--- config.mk ---
export PLATFORM = sky130hd
export DESIGN_NAME = isacr_top
export DESIGN_NICKNAME = d
export VERILOG_FILES = /design/src/include/isacr_pkg.sv /design/src/design/isacr_top.sv
export SDC_FILE = /design/constraint.sdc
export NUM_CORES = 1
export LEC_CHECK = 0
export BUFFER_PORTS_ARGS = -buffer_cell sky130_fd_sc_hd__buf_2
export CELL_PAD_IN_SITES_DETAIL_PLACEMENT = 2
export CELL_PAD_IN_SITES_GLOBAL_PLACEMENT = 2
export CORE_MARGIN = 3
export CORE_UTILIZATION = 42
export DETAILED_ROUTE_END_ITERATION = 8
export GPL_ROUTABILITY_DRIVEN = 0
export PLACE_DENSITY = 0.9
export SYNTH_ARGS = -nofsm -noshare
export SYNTH_HDL_FRONTEND = slang
export SYNTH_SLANG_ARGS = --single-unit
--- constraint.sdc ---
create_clock -name core_clk -period 5.5 [get_ports core_clk]
set_input_delay 0.275 -clock core_clk [delete_from_list [all_inputs] [get_ports core_clk]]
set_output_delay 0.275 -clock core_clk [all_outputs]
set_load 0.02 [all_outputs]
--- src/include/isacr_pkg.sv ---
// register map, field positions, reset values and timing constants of the two-wire block
package isacr_pkg;

	// register offsets on the plain register port
	localparam logic [2:0] OFS_CTRL       = 3'h0;
	localparam logic [2:0] OFS_STATUS_ONE = 3'h1;
	localparam logic [2:0] OFS_ERROR_STAT = 3'h2;
	localparam logic [2:0] OFS_CLOCK_CTRL = 3'h3;
	localparam logic [2:0] OFS_DATA       = 3'h4;
	localparam logic [2:0] OFS_OWN_LOW    = 3'h5;
	localparam logic [2:0] OFS_OWN_HIGH   = 3'h6;

	// control register fields
	localparam int CTRL_IRQ_EN    = 0;
	localparam int CTRL_STOP      = 1;
	localparam int CTRL_ACK_EN    = 2;
	localparam int CTRL_START     = 3;
	localparam int CTRL_GC_EN     = 4;
	localparam int CTRL_PERIPH_EN = 5;

	// clock control fields
	localparam int CCR_SPEED_MODE = 7;

	// own address high fields
	localparam int OAH_TIMING_LSB = 6;
	localparam int OAH_ADDR98_LSB = 1;

	// values after reset
	localparam logic [7:0] RST_CTRL       = 8'h00;
	localparam logic [7:0] RST_CLOCK_CTRL = 8'h00;
	localparam logic [7:0] RST_DATA       = 8'h00;
	localparam logic [7:0] RST_OWN_LOW    = 8'h00;
	localparam logic [7:0] RST_OWN_HIGH   = 8'h40;

	// address patterns
	localparam logic [7:0] ADDR_GENERAL_CALL = 8'h00;
	localparam logic [7:0] ADDR_NEVER_ANSWER = 8'h01;
	localparam logic [4:0] TEN_BIT_HEADER    = 5'h1e;

	// bit counter values: 8 is the acknowledge slot, 15 skips the fall of a start
	localparam logic [3:0] BIT_ACK  = 4'h8;
	localparam logic [3:0] BIT_PRE  = 4'hf;

	// scl half period in core clocks: the base keeps it above the input synchroniser lag
	localparam logic [8:0] SCL_HALF_BASE_FAST = 9'h004;
	localparam logic [8:0] SCL_HALF_BASE_STD  = 9'h008;

	// engine states
	typedef enum logic [2:0] {
		ST_IDLE,
		ST_MSTART,
		ST_MHOLD,
		ST_MBYTE,
		ST_MSTOP,
		ST_SADDR,
		ST_SHOLD,
		ST_SBYTE
	} isacr_state_t;

endpackage

--- src/design/isacr_top.sv ---
// two-wire bus status, clock control, data and own-address registers with the byte engine
`timescale 1ns/10ps

module isacr_top (
	// clock and reset
	input  wire logic       core_clk,
	input  wire logic       arst_n,
	// register port
	input  wire logic [2:0] reg_addr,
	input  wire logic [7:0] reg_wdata,
	input  wire logic       reg_wr,
	input  wire logic       reg_rd,
	output logic      [7:0] reg_rdata,
	// two-wire bus pins, open drain
	input  wire logic       scl_i,
	output logic            scl_o,
	output logic            scl_oe_n,
	input  wire logic       sda_i,
	output logic            sda_o,
	output logic            sda_oe_n,
	// event request
	output logic            irq
);

	////////////////////////////////////////////////////////////////////////////////
	// declarations

	logic [7:0]          ctrl_r;
	logic [7:0]          ccr_r;
	logic [7:0]          oal_r;
	logic [7:0]          oah_r;
	logic [7:0]          dr_r;
	logic                scl_s1, scl_s2, scl_s3;
	logic                sda_s1, sda_s2, sda_s3;
	isacr_pkg::isacr_state_t state_r;
	logic [1:0]          ph_r;
	logic [3:0]          bit_r;
	logic [7:0]          shift_r;
	logic [8:0]          hcnt_r;
	logic [8:0]          half;
	logic                scl_low_r, sda_low_r;
	logic                tx_r, addr_ph_r, dir_r, ten_pend_r, ack_seen_r, slv_acked_r;
	logic                sb_r, ten_bit_header_flag_r, btf_r, address_matched_flag_r, master_r, busy_r;
	logic                af_r, stop_seen_flag_r, arb_lost_flag_r, bus_error_flag_r, general_call_flag_r;
	logic                sr1_seen_r, sr2_seen_r, clr_start_r, clr_stop_r;
	logic                pe, ack_en, tick, summary_event_flag;
	logic                scl_rise, scl_fall, start_det, stop_det, mid_byte;
	logic                rd_sr1, rd_sr2, rd_dr, wr_dr, dis_wr;
	logic                gc_hit, a7_hit, hdr_hit, a10_hit, addr_hit;

	////////////////////////////////////////////////////////////////////////////////
	// pin synchronisers; the first stage feeds only the second

	always_ff @(posedge core_clk or negedge arst_n) begin
		if (!arst_n) begin
			scl_s1 <= 1'b1;
			scl_s2 <= 1'b1;
			scl_s3 <= 1'b1;
			sda_s1 <= 1'b1;
			sda_s2 <= 1'b1;
			sda_s3 <= 1'b1;
		end else begin
			scl_s1 <= scl_i;
			scl_s2 <= scl_s1;
			scl_s3 <= scl_s2;
			sda_s1 <= sda_i;
			sda_s2 <= sda_s1;
			sda_s3 <= sda_s2;
		end
	end

	// bus edges and conditions seen on the synchronised lines
	assign scl_rise  = scl_s2 & ~scl_s3;
	assign scl_fall  = ~scl_s2 & scl_s3;
	assign start_det = scl_s2 & scl_s3 & sda_s3 & ~sda_s2;
	assign stop_det  = scl_s2 & scl_s3 & ~sda_s3 & sda_s2;
	assign mid_byte  = (bit_r != 4'h0) && (bit_r != isacr_pkg::BIT_PRE);

	// software access strobes
	assign rd_sr1 = reg_rd && (reg_addr == isacr_pkg::OFS_STATUS_ONE);
	assign rd_sr2 = reg_rd && (reg_addr == isacr_pkg::OFS_ERROR_STAT);
	assign rd_dr  = reg_rd && (reg_addr == isacr_pkg::OFS_DATA);
	assign wr_dr  = reg_wr && (reg_addr == isacr_pkg::OFS_DATA);
	// a control write with the enable bit low
	assign dis_wr = reg_wr && (reg_addr == isacr_pkg::OFS_CTRL)
		&& !reg_wdata[isacr_pkg::CTRL_PERIPH_EN];

	assign pe     = ctrl_r[isacr_pkg::CTRL_PERIPH_EN];
	assign ack_en = ctrl_r[isacr_pkg::CTRL_ACK_EN];

	// address matching on the byte just shifted in
	assign gc_hit  = ctrl_r[isacr_pkg::CTRL_GC_EN]
		&& (shift_r == isacr_pkg::ADDR_GENERAL_CALL);
	assign a7_hit  = !ten_pend_r && (shift_r[7:1] == oal_r[7:1])
		&& (shift_r != isacr_pkg::ADDR_NEVER_ANSWER);
	assign hdr_hit = !ten_pend_r && (shift_r[7:3] == isacr_pkg::TEN_BIT_HEADER)
		&& (shift_r[2:1] == oah_r[2:1]);
	assign a10_hit = ten_pend_r && (shift_r == oal_r);
	assign addr_hit = gc_hit | a7_hit | hdr_hit | a10_hit;

	// scl half period from divider and speed mode
	always_comb begin
		if (ccr_r[isacr_pkg::CCR_SPEED_MODE]) begin
			half = {2'b00, ccr_r[6:0]} + isacr_pkg::SCL_HALF_BASE_FAST;
		end else begin
			half = {1'b0, ccr_r[6:0], 1'b0} + isacr_pkg::SCL_HALF_BASE_STD;
		end
	end

	assign tick = (hcnt_r == 9'h000);
	assign summary_event_flag  = ten_bit_header_flag_r | btf_r | address_matched_flag_r | sb_r | af_r | stop_seen_flag_r | arb_lost_flag_r | bus_error_flag_r;
	assign irq  = ctrl_r[isacr_pkg::CTRL_IRQ_EN] & summary_event_flag;

	// open drain: the level driven is always low, only the enables move
	assign scl_o    = 1'b0;
	assign sda_o    = 1'b0;
	assign scl_oe_n = ~scl_low_r;
	assign sda_oe_n = ~sda_low_r;

	////////////////////////////////////////////////////////////////////////////////
	// control register; the first write with enable set only sets enable

	always_ff @(posedge core_clk or negedge arst_n) begin
		if (!arst_n) begin
			ctrl_r <= isacr_pkg::RST_CTRL;
		end else if (reg_wr && (reg_addr == isacr_pkg::OFS_CTRL)) begin
			if (!reg_wdata[isacr_pkg::CTRL_PERIPH_EN]) begin
				ctrl_r <= {6'h00, reg_wdata[isacr_pkg::CTRL_STOP], 1'b0}; // stop bit taken from the written data, all other bits cleared
			end else if (!pe) begin
				ctrl_r <= ctrl_r | 8'h20;
			end else begin
				ctrl_r <= {2'b00, reg_wdata[5:0]};
			end
		end else begin
			if (clr_start_r) begin
				ctrl_r[isacr_pkg::CTRL_START] <= 1'b0;
			end
			if (clr_stop_r) begin
				ctrl_r[isacr_pkg::CTRL_STOP] <= 1'b0;
			end
		end
	end

	// clock control and own address: none of them is touched by disable
	always_ff @(posedge core_clk or negedge arst_n) begin
		if (!arst_n) begin
			ccr_r <= isacr_pkg::RST_CLOCK_CTRL;
			oal_r <= isacr_pkg::RST_OWN_LOW;
			oah_r <= isacr_pkg::RST_OWN_HIGH;
		end else if (reg_wr) begin
			if (reg_addr == isacr_pkg::OFS_CLOCK_CTRL) begin
				ccr_r <= reg_wdata;
			end else if (reg_addr == isacr_pkg::OFS_OWN_LOW) begin
				oal_r <= reg_wdata;
			end else if (reg_addr == isacr_pkg::OFS_OWN_HIGH) begin
				oah_r[2:1] <= reg_wdata[2:1];
				if (!pe) begin
					oah_r[7:6] <= reg_wdata[7:6];
				end
			end
		end
	end

	////////////////////////////////////////////////////////////////////////////////
	// read data, registered, one cycle after the read strobe; unmapped reads give zero

	always_ff @(posedge core_clk or negedge arst_n) begin
		if (!arst_n) begin
			reg_rdata <= 8'h00;
		end else if (reg_rd) begin
			if (reg_addr == isacr_pkg::OFS_CTRL) begin
				reg_rdata <= ctrl_r;
			end else if (reg_addr == isacr_pkg::OFS_STATUS_ONE) begin
				reg_rdata <= {summary_event_flag, ten_bit_header_flag_r, btf_r & tx_r, busy_r, btf_r, address_matched_flag_r, master_r, sb_r};
			end else if (reg_addr == isacr_pkg::OFS_ERROR_STAT) begin
				reg_rdata <= {3'b000, af_r, stop_seen_flag_r, arb_lost_flag_r, bus_error_flag_r, general_call_flag_r};
			end else if (reg_addr == isacr_pkg::OFS_CLOCK_CTRL) begin
				reg_rdata <= ccr_r;
			end else if (reg_addr == isacr_pkg::OFS_DATA) begin
				reg_rdata <= dr_r;
			end else if (reg_addr == isacr_pkg::OFS_OWN_LOW) begin
				reg_rdata <= oal_r;
			end else if (reg_addr == isacr_pkg::OFS_OWN_HIGH) begin
				reg_rdata <= {oah_r[7:6], 3'b000, oah_r[2:1], 1'b0};
			end else begin
				reg_rdata <= 8'h00;
			end
		end else begin
			reg_rdata <= 8'h00;
		end
	end

	////////////////////////////////////////////////////////////////////////////////
	// byte engine, status flags and data register; clears come first so sets win, except busy, which a start seen mid-byte clears

	always_ff @(posedge core_clk or negedge arst_n) begin
		if (!arst_n) begin
			state_r <= isacr_pkg::ST_IDLE;
			ph_r <= 2'b00;
			bit_r <= 4'h0;
			shift_r <= 8'h00;
			hcnt_r <= 9'h000;
			scl_low_r <= 1'b0;
			sda_low_r <= 1'b0;
			tx_r <= 1'b0;
			addr_ph_r <= 1'b0;
			dir_r <= 1'b0;
			ten_pend_r <= 1'b0;
			ack_seen_r <= 1'b0;
			slv_acked_r <= 1'b0;
			{sb_r, ten_bit_header_flag_r, btf_r, address_matched_flag_r, master_r, busy_r} <= 6'h00;
			{af_r, stop_seen_flag_r, arb_lost_flag_r, bus_error_flag_r, general_call_flag_r} <= 5'h00;
			{sr1_seen_r, sr2_seen_r, clr_start_r, clr_stop_r} <= 4'h0;
			dr_r <= isacr_pkg::RST_DATA;
		end else if (!pe || dis_wr) begin
			// disable releases the lines and clears every flag, data register kept;
			// the disabling write acts at its own edge so a read right after sees it
			state_r <= isacr_pkg::ST_IDLE;
			scl_low_r <= 1'b0;
			sda_low_r <= 1'b0;
			ten_pend_r <= 1'b0;
			slv_acked_r <= 1'b0;
			{sb_r, ten_bit_header_flag_r, btf_r, address_matched_flag_r, master_r, busy_r} <= 6'h00;
			{af_r, stop_seen_flag_r, arb_lost_flag_r, bus_error_flag_r, general_call_flag_r} <= 5'h00;
			{sr1_seen_r, sr2_seen_r, clr_start_r, clr_stop_r} <= 4'h0;
			if (wr_dr) begin
				dr_r <= reg_wdata;
			end
		end else begin
			clr_start_r <= 1'b0;
			clr_stop_r <= 1'b0;
			hcnt_r <= tick ? 9'h000 : hcnt_r - 9'h001;
			// software clearing sequences
			if (rd_sr1) begin
				sr1_seen_r <= 1'b1;
				address_matched_flag_r <= 1'b0;
			end else if (rd_dr || wr_dr) begin
				sr1_seen_r <= 1'b0;
			end
			if (rd_sr2) begin
				sr2_seen_r <= 1'b1;
				{af_r, stop_seen_flag_r, arb_lost_flag_r, bus_error_flag_r} <= 4'h0;
			end else if (wr_dr) begin
				sr2_seen_r <= 1'b0;
			end
			if (wr_dr) begin
				dr_r <= reg_wdata;
			end
			// bus tracking from the lines themselves
			if (start_det) begin
				busy_r <= 1'b1;
			end
			if (stop_det) begin
				busy_r <= 1'b0;
				master_r <= 1'b0;
				general_call_flag_r <= 1'b0;
				slv_acked_r <= 1'b0;
				ten_pend_r <= 1'b0;
				if (ack_en && slv_acked_r && !master_r) begin
					stop_seen_flag_r <= 1'b1;
				end
			end

			case (state_r)
				isacr_pkg::ST_IDLE: begin
					scl_low_r <= 1'b0;
					sda_low_r <= 1'b0;
					if (ctrl_r[isacr_pkg::CTRL_START] && !busy_r) begin
						state_r <= isacr_pkg::ST_MSTART;
						ph_r <= 2'b00;
						hcnt_r <= half;
					end else if (start_det) begin
						state_r <= isacr_pkg::ST_SADDR;
						bit_r <= isacr_pkg::BIT_PRE;
						tx_r <= 1'b0;
					end
				end
				isacr_pkg::ST_MSTART: begin
					// release, wait high, pull data low, then pull clock low
					if (ph_r == 2'b00) begin
						sda_low_r <= 1'b0;
						if (tick) begin
							scl_low_r <= 1'b0;
							ph_r <= 2'b01;
							hcnt_r <= half;
						end
					end else if (ph_r == 2'b01) begin
						if (tick && scl_s2) begin
							sda_low_r <= 1'b1;
							ph_r <= 2'b10;
							hcnt_r <= half;
						end
					end else if (tick) begin
						scl_low_r <= 1'b1;
						sb_r <= 1'b1;
						master_r <= 1'b1;
						clr_start_r <= 1'b1;
						state_r <= isacr_pkg::ST_MHOLD;
					end
				end
				isacr_pkg::ST_MHOLD: begin
					scl_low_r <= 1'b1;
					if (sb_r) begin
						if (ctrl_r[isacr_pkg::CTRL_STOP]) begin
							sb_r <= 1'b0;
							state_r <= isacr_pkg::ST_MSTOP;
							ph_r <= 2'b00;
							hcnt_r <= half;
						end else if (wr_dr && sr1_seen_r) begin
							sb_r <= 1'b0;
							shift_r <= reg_wdata;
							sda_low_r <= ~reg_wdata[7];
							tx_r <= 1'b1;
							addr_ph_r <= 1'b1;
							bit_r <= 4'h0;
							hcnt_r <= half;
							state_r <= isacr_pkg::ST_MBYTE;
						end
					end else if (ten_bit_header_flag_r) begin
						if (wr_dr && sr2_seen_r) begin
							ten_bit_header_flag_r <= 1'b0;
							shift_r <= reg_wdata;
							sda_low_r <= ~reg_wdata[7];
							tx_r <= 1'b1;
							addr_ph_r <= 1'b0;
							bit_r <= 4'h0;
							hcnt_r <= half;
							state_r <= isacr_pkg::ST_MBYTE;
						end
					end else if (ctrl_r[isacr_pkg::CTRL_START]) begin
						btf_r <= 1'b0;
						state_r <= isacr_pkg::ST_MSTART;
						ph_r <= 2'b00;
						hcnt_r <= half;
					end else if (ctrl_r[isacr_pkg::CTRL_STOP]) begin
						btf_r <= 1'b0;
						state_r <= isacr_pkg::ST_MSTOP;
						ph_r <= 2'b00;
						hcnt_r <= half;
					end else if (sr1_seen_r && ((tx_r && wr_dr) || (!tx_r && rd_dr))) begin
						btf_r <= 1'b0;
						shift_r <= reg_wdata;
						sda_low_r <= tx_r & ~reg_wdata[7];
						addr_ph_r <= 1'b0;
						bit_r <= 4'h0;
						hcnt_r <= half;
						state_r <= isacr_pkg::ST_MBYTE;
					end
				end
				isacr_pkg::ST_MSTOP: begin
					// data low under low clock, release clock, then release data
					if (ph_r == 2'b00) begin
						sda_low_r <= 1'b1;
						if (tick) begin
							scl_low_r <= 1'b0;
							ph_r <= 2'b01;
							hcnt_r <= half;
						end
					end else if (tick && scl_s2) begin
						sda_low_r <= 1'b0;
						clr_stop_r <= 1'b1;
						state_r <= isacr_pkg::ST_IDLE;
					end
				end
				default: begin
					// master byte, slave address and slave byte share the bit engine
					if (state_r == isacr_pkg::ST_SHOLD) begin
						scl_low_r <= 1'b1;
					end else if (state_r == isacr_pkg::ST_MBYTE && tick) begin
						if (scl_low_r) begin
							scl_low_r <= 1'b0;
							hcnt_r <= half;
						end else if (scl_s2) begin
							scl_low_r <= 1'b1;
							hcnt_r <= half;
						end
					end
					if (state_r == isacr_pkg::ST_SHOLD) begin
						if (address_matched_flag_r) begin
							if (rd_sr1 && !dir_r) begin
								scl_low_r <= 1'b0;
								tx_r <= 1'b0;
								bit_r <= 4'h0;
								state_r <= isacr_pkg::ST_SBYTE;
							end
						end else if (dir_r && wr_dr && (!btf_r || sr1_seen_r)) begin
							btf_r <= 1'b0;
							shift_r <= reg_wdata;
							sda_low_r <= ~reg_wdata[7];
							tx_r <= 1'b1;
							scl_low_r <= 1'b0;
							bit_r <= 4'h0;
							state_r <= isacr_pkg::ST_SBYTE;
						end else if (!dir_r && btf_r && sr1_seen_r && rd_dr) begin
							btf_r <= 1'b0;
							scl_low_r <= 1'b0;
							bit_r <= 4'h0;
							state_r <= isacr_pkg::ST_SBYTE;
						end
					end else if (start_det || stop_det) begin
						if (mid_byte) begin
							bus_error_flag_r <= 1'b1;
							busy_r <= 1'b0;
						end
						sda_low_r <= 1'b0;
						scl_low_r <= 1'b0;
						master_r <= 1'b0;
						bit_r <= isacr_pkg::BIT_PRE;
						tx_r <= 1'b0;
						state_r <= start_det ? isacr_pkg::ST_SADDR : isacr_pkg::ST_IDLE;
					end else if (scl_rise) begin
						if (bit_r < isacr_pkg::BIT_ACK) begin
							shift_r <= {shift_r[6:0], sda_s2};
							if (master_r && tx_r && !sda_low_r && !sda_s2) begin
								arb_lost_flag_r <= 1'b1;
								master_r <= 1'b0;
								scl_low_r <= 1'b0;
								state_r <= isacr_pkg::ST_IDLE;
							end
						end else if (bit_r == isacr_pkg::BIT_ACK) begin
							ack_seen_r <= ~sda_s2;
						end
					end else if (scl_fall) begin
						if (bit_r == isacr_pkg::BIT_PRE) begin
							bit_r <= 4'h0;
						end else if (bit_r < isacr_pkg::BIT_ACK) begin
							bit_r <= bit_r + 4'h1;
							if (bit_r != 4'h7) begin
								sda_low_r <= tx_r & ~shift_r[7];
							end else if (tx_r) begin
								sda_low_r <= 1'b0;
							end else if (state_r == isacr_pkg::ST_SADDR) begin
								sda_low_r <= ack_en & addr_hit;
							end else begin
								sda_low_r <= ack_en;
							end
						end else begin
							// end of the acknowledge slot
							bit_r <= 4'h0;
							sda_low_r <= 1'b0;
							if (state_r == isacr_pkg::ST_SADDR) begin
								if (ack_en && hdr_hit) begin
									ten_pend_r <= 1'b1;
								end else if (ack_en && addr_hit) begin
									address_matched_flag_r <= 1'b1;
									general_call_flag_r <= gc_hit;
									dir_r <= shift_r[0] & ~a10_hit & ~gc_hit;
									slv_acked_r <= 1'b1;
									scl_low_r <= 1'b1;
									state_r <= isacr_pkg::ST_SHOLD;
								end else begin
									ten_pend_r <= 1'b0;
									state_r <= isacr_pkg::ST_IDLE;
								end
							end else if (!tx_r) begin
								dr_r <= shift_r;
								btf_r <= 1'b1;
								scl_low_r <= 1'b1;
								state_r <= (state_r == isacr_pkg::ST_MBYTE) ?
									isacr_pkg::ST_MHOLD : isacr_pkg::ST_SHOLD;
							end else if (!ack_seen_r) begin
								af_r <= 1'b1;
								if (state_r == isacr_pkg::ST_MBYTE) begin
									btf_r <= 1'b1;
									scl_low_r <= 1'b1;
									state_r <= isacr_pkg::ST_MHOLD;
								end else begin
									state_r <= isacr_pkg::ST_IDLE;
								end
							end else if (state_r == isacr_pkg::ST_SBYTE) begin
								btf_r <= 1'b1;
								scl_low_r <= 1'b1;
								state_r <= isacr_pkg::ST_SHOLD;
							end else if (addr_ph_r && shift_r[0]) begin
								tx_r <= 1'b0;
								addr_ph_r <= 1'b0;
							end else begin
								if (addr_ph_r && shift_r[7:3] == isacr_pkg::TEN_BIT_HEADER) begin
									ten_bit_header_flag_r <= 1'b1;
								end else begin
									btf_r <= 1'b1;
								end
								scl_low_r <= 1'b1;
								state_r <= isacr_pkg::ST_MHOLD;
							end
						end
					end
				end
			endcase
		end
	end

endmodule

; ---- Word-level counts from Yosys, hierarchy flattened
; Index checks and enable logic that the tools add are counted.
[classes]
n_bitwise = 47
order_cmp = 1
eq_ne = 111
add_sub_neg = 4
reduce_logical = 101
mux = 385
[op_table]
columns = op, count
row1 = $mux W8, 35
row2 = $mux W1, 249
row3 = $mux W9, 20
row4 = $mux W3, 37
row5 = $mux W4, 20
row6 = $ne A4 B4 Y1 const B, 13
row7 = $ne A3 B3 Y1 const B, 16
row8 = $reduce_and A14 Y1, 3
row9 = $logic_and A1 B1 Y1, 36
row10 = $pmux W9 S4, 1
row11 = $ne A5 B5 Y1 const B, 6
row12 = $reduce_and A15 Y1, 2
row13 = $ne A3 B2 Y1 const B, 9
row14 = $reduce_bool A3 Y1, 9
row15 = $ne A4 B3 Y1 const B, 6
row16 = $not A1 Y1, 23
row17 = $mux W2, 11
row18 = $eq A3 B3 Y1 const B, 7
row19 = $reduce_and A19 Y1, 1
row20 = $ne A2 B1 Y1 const B, 9
row21 = $ne A9 B1 Y1 const B, 2
row22 = $ne A9 B5 Y1 const B, 2
row23 = $reduce_and A18 Y1, 1
row24 = $ne A8 B1 Y1 const B, 2
row25 = 60 further kinds, 129
[word_totals]
in_bits = 17
regBits = 99
wordCells = 693
output_inout_bits = 13

; ---- Depth between registers and ports, before layout
[logic_depth]
depth_word = 18
depth_mapped = 11
ltp_nobuf = 9

; ---- Least setup slack after synthesis
; OpenSTA, ideal clock, no wires.
[synth_path]
path_kind = register to register
from = register scl_s3
to = register general_call_flag_r
path_stages_with_launch = 11
arrival_time_ns = 2.375
synth_period_minus_slack_ns = 2.453
path_slack_ns = 3.047
setup_ns = 0.078
path_cell_list = dfstp_2 > inv_1 > ha_1 > nor2b_1 > nand3_1 > nor2_1 > nand2_1 > or4_1 > clkbuf_1 > or2_0 > a21oi_1
[synth_via]
elab_chain_len = 15
word_cells_on_any_way = 21
[synth_rtl]
columns = item, line
row1 = start: declaration, isacr_top.sv:33  ; logic scl_s1, scl_s2, scl_s3;
row2 = start signal: assignment, isacr_top.sv:65  ; scl_s3 <= scl_s2;
row3 = $and A1 B1 Y1, "isacr_top.sv:75, isacr_top.sv:76"
row4 = $and A1 B1 Y1 (2 in a row), isacr_top.sv:76  ; assign stop_det = scl_s2 & scl_s3 & ~sda_s3 & sda_s2;
row5 = $mux W1, isacr_top.sv:253  ; if (stop_det) begin
row6 = $mux W1, isacr_top.sv:444  ; end else if (ack_en && addr_hit) begin
row7 = $mux W1, isacr_top.sv:442  ; if (ack_en && hdr_hit) begin
row8 = $mux W1, isacr_top.sv:441  ; if (state_r == isacr_pkg::ST_SADDR) begin
row9 = $mux W1, isacr_top.sv:426  ; end else if (bit_r < isacr_pkg::BIT_ACK) begin
row10 = $mux W1, isacr_top.sv:424  ; if (bit_r == isacr_pkg::BIT_PRE) begin
row11 = $mux W1, isacr_top.sv:423  ; end else if (scl_fall) begin
row12 = $mux W1, isacr_top.sv:411  ; end else if (scl_rise) begin
row13 = $mux W1, isacr_top.sv:400  ; end else if (start_det || stop_det) begin
row14 = $mux W1, isacr_top.sv:378  ; if (state_r == isacr_pkg::ST_SHOLD) begin
row15 = $mux W1 (*), isacr_top.sv:264  ; case (state_r)
row16 = $mux W1 (*), isacr_top.sv:215  ; end else if (!pe || dis_wr) begin
row17 = end signal: assignment, isacr_top.sv:446  ; general_call_flag_r <= gc_hit;
row18 = end: declaration, isacr_top.sv:44  ; logic af_r, stop_seen_flag_r, arb_lost_flag_r, bus_error_flag_r, general_call_flag_r;
; Mark *: on every way between the ends. The rest lies on a longest branch, timed or not.
; A chain may end at the register's enable or synchronous reset.

; ---- Worst setup path in the final report
; Ends and elaborated chain as after synthesis.

==> reports/metrics.yaml <==
outcome: "completed"
hold_buffers: 3
cts_resized: 0
synth_cell_type_count: 77
grt_pass1_wl_um: 46300
start_util_pct: 43.3
min_path_type: "input pin to flip-flop"
first_iter_violations: 675
io_buffers: 27
min_period_ns: 3.37
ys_seq_elements: 97
seq_area_frac_synth_pct: 36.6
dpl.cell_count: 978
path_clk_slew_ns: 0.08
drt_pass1_iterations: 7
finalClockSkew_ns: 0.0139
regArea_mm2: 0.00244
startpoint: "scl_s3$_DFF_PN1_"
maxSlewHeadroom_pct: 43.6
r2r_cells: 9
multi_input_area_mm2: 0.00390
r2r_start: "scl_s3$_DFF_PN1_"
yosys_warnings: 0
avgSynthCellArea_um2: 8.48
drcViolationCount: 0
crit_required_ns: 5.81
die_h_um: 132
cts_buffers: 9
slowest_stage: "or4_1"
ir_worst_vdd_uv: 204
ios: 30
fp.dieW_um: 132
grt-ovfl-total: 0
cp-end-kind: "flip-flop"
power.leakage_uw: 0.00299
h-tree-depth: 3
drive_above_1_share_pct: 13.9
ys_async_sr_fraction_pct: 100
drt_wl_total_um: 30000
area_growth_pct: 8.23
maxCapViolations: 0
syn_area_mm2: 0.00666
synth_ff_type: "dfrtp_1"
reg2reg_to: "general_call_flag_r$_DFF_PN0_"
worst_hold_slack_ns: 0.256
crit_fanout: 6
cts_buffer_depth: 2
fill_cells: 1684
insertion_delay_ns: 0.38
globalRouteTotalUtil_pct: 34.7
cts.sinks: 97
cts_root_buf: "clkbuf_16"
placementRows: 45
grt_setup_unrepaired: "false"
grt_start_max_net_pins: 51
critPathLaunchType: "flip-flop"
crit_buf_inv: 1
grt_pass1_vias: 7420
vias_per_cell: 6.83
synth_area_leaders: "dfrtp_1 34%, nand2_1 5.5%, mux2_2 5.4%, a21oi_1 4.7%, o21ai_0 4.4%"
dp_hpwl_um: 19500
synth_top_area_share_pct: 33.8
yosysMostFrequentCell: "nand2_1"
path_cells: "inv_1, ha_1, nor2b_1, nand3_1, nor2_1, nand2_1, or4_1, or2_0, a21oi_1"
cellPowerDensity_mw_per_mm2: 446
tritoncts: "built"
finalSetupViolations: 0
drv_slew: 0
antennaDiodeCount: 0
worstSetupPathDepth: 9
setup_tns_ns: 0
wl_per_cell_um: 30.1
die_area_mm2: 0.0174
worst_slew_pin_slew_ns: 0.839
period_share_pct: 61.2
crit_path_end: "general_call_flag_r$_DFF_PN0_"
cts_setup_buffers: 0
critPathArrivalTime_ns: 3.67
antenna_found_initial: 0
via_count: 6805
num-nets-final: 806
synthTopCellsByCount: "98 x nand2_1, 90 x dfrtp_1, 68 x nor2_1"
fmax_mhz: 297
cp_slowest_stage_delay_ns: 0.63
finalHoldViolations: 0
syn_inst: 785
criticalPathCategory: "flip-flop to flip-flop"
synth_top_area_cell: "dfrtp_1"
ant_nets: 0
core-area_mm2: 0.0154
synth-edff-count: 0
r2r_setup_slack_ns: 2.13
finalNonFillerCells: 997
cp_top_family: "simple AND/OR/NAND/NOR gates"
==> sequential cells by signal, indices dropped and copies added, names as in the netlist, 2 cells and up <==
register   count
hcnt_r         9
ccr_r          8
dr_r           8
oal_r          8
reg_rdata      8
shift_r        8
ctrl_r         6
bit_r          4
oah_r          4
state_r        3
ph_r           2
==> worst register-to-register path: stages, from the launching register on <==
cell and delay (ns):
dfstp_2 0.56, inv_1 0.05, ha_1 0.27, nor2b_1 0.44, nand3_1 0.24, nor2_1 0.48, nand2_1 0.23, or4_1 0.63
or2_0 0.25, a21oi_1 0.15
==> layer usage <==
metal	global-route usage, %	wire length, um	vias to the layer above
li1	-	-	2845
met1	41.3	11800	3494
met2	57.1	14500	339
met3	8.70	2000	127
met4	19.9	1700	0
met5	0	0	-
==> metrics by stage <==
step / worst slack, ns / utilization [%] / total power [uW] / area, um^2
floorplan: 3.05 / - / 1990 / 6660
global placement: 2.48 / 44.8 / 2320 / 6880
detailed placement: 2.31 / 44.8 / 2440 / 6880
CTS: 2.15 / 46.9 / 3180 / 7210
global route: 1.95 / 46.9 / 3380 / 7210
finish: 2.13 / 46.9 / 3220 / 7210
==> power breakdown <==
group          switching [uW]  internal [uW]  leakage [uW]
clock                     347            331      0.000147
sequential                301            863       0.00121
combinational             881            492       0.00163
total                    1530           1690       0.00299
==> cell families (layout without fill, tap and decap cells) <==
| kind of cell | Yosys count | in the layout | synth area share (%) |
|---|---|---|---|
| simple gates | 299 | 299 | 22.9 |
| other cells | 1 | 2 | 0.0563 |
| compound gates | 228 | 228 | 22.1 |
| fa+ha+maj | 8 | 8 | 1.50 |
| mux | 60 | 60 | 9.62 |
| buf+inv | 74 | 74 | 4.91 |
| flops | 97 | 97 | 36.6 |
| xor+xnor | 18 | 18 | 2.37 |
==> cell usage in the layout (no fill, tap or decap), drive strengths merged, types with 4 or more instances in the layout <==
master and n:
a22o 5, o21a 5, or2 6, nand2 99, nor3 18, dfrtp 90
nand2b 12, nand4 5, a31oi 13, clkbuf 10, nand3b 11, nor2b 16
nand3 18, a211oi 8, nor2 68, mux2i 28, nand4b 5, nand4bb 4
o211ai 8, xnor2 9, inv 22, a2111oi 4, o22ai 11, a211o 4
nor4 10, mux2 32, o31ai 8, xor2 9, nor4b 4, a221oi 4
and2 7, o21ai 61, dfstp 7, buf 36, and3 5, a21o 4
ha 8, a21oi 63
==> area by class of cell <==
cell class	instances	area share [%]
Clock buffer	10	3.32
Clock inverter	6	0.799
Inverter	19	0.990
Multi-Input combinational cell	615	54.2
Sequential cell	97	33.8
Tap cell	211	3.66
Timing Repair Buffer	39	3.26
==> worst min-delay path by stage <==
stage	startpoint	end	slack, ns	depth (start not counted)
floorplan	arst_n	ack_seen_r$_DFFE_PN0P_	-0.02	0
global placement	scl_s1$_DFF_PN1_	scl_s2$_DFF_PN1_	0.35	0
detailed placement	scl_s1$_DFF_PN1_	scl_s2$_DFF_PN1_	0.35	0
CTS	reg_rd	reg_rdata[5]$_DFF_PN0_	0.24	2
global route	reg_rd	reg_rdata[5]$_DFF_PN0_	0.26	2
finish	reg_rd	reg_rdata[5]$_DFF_PN0_	0.26	2
(Power assumes the default switching activity.)
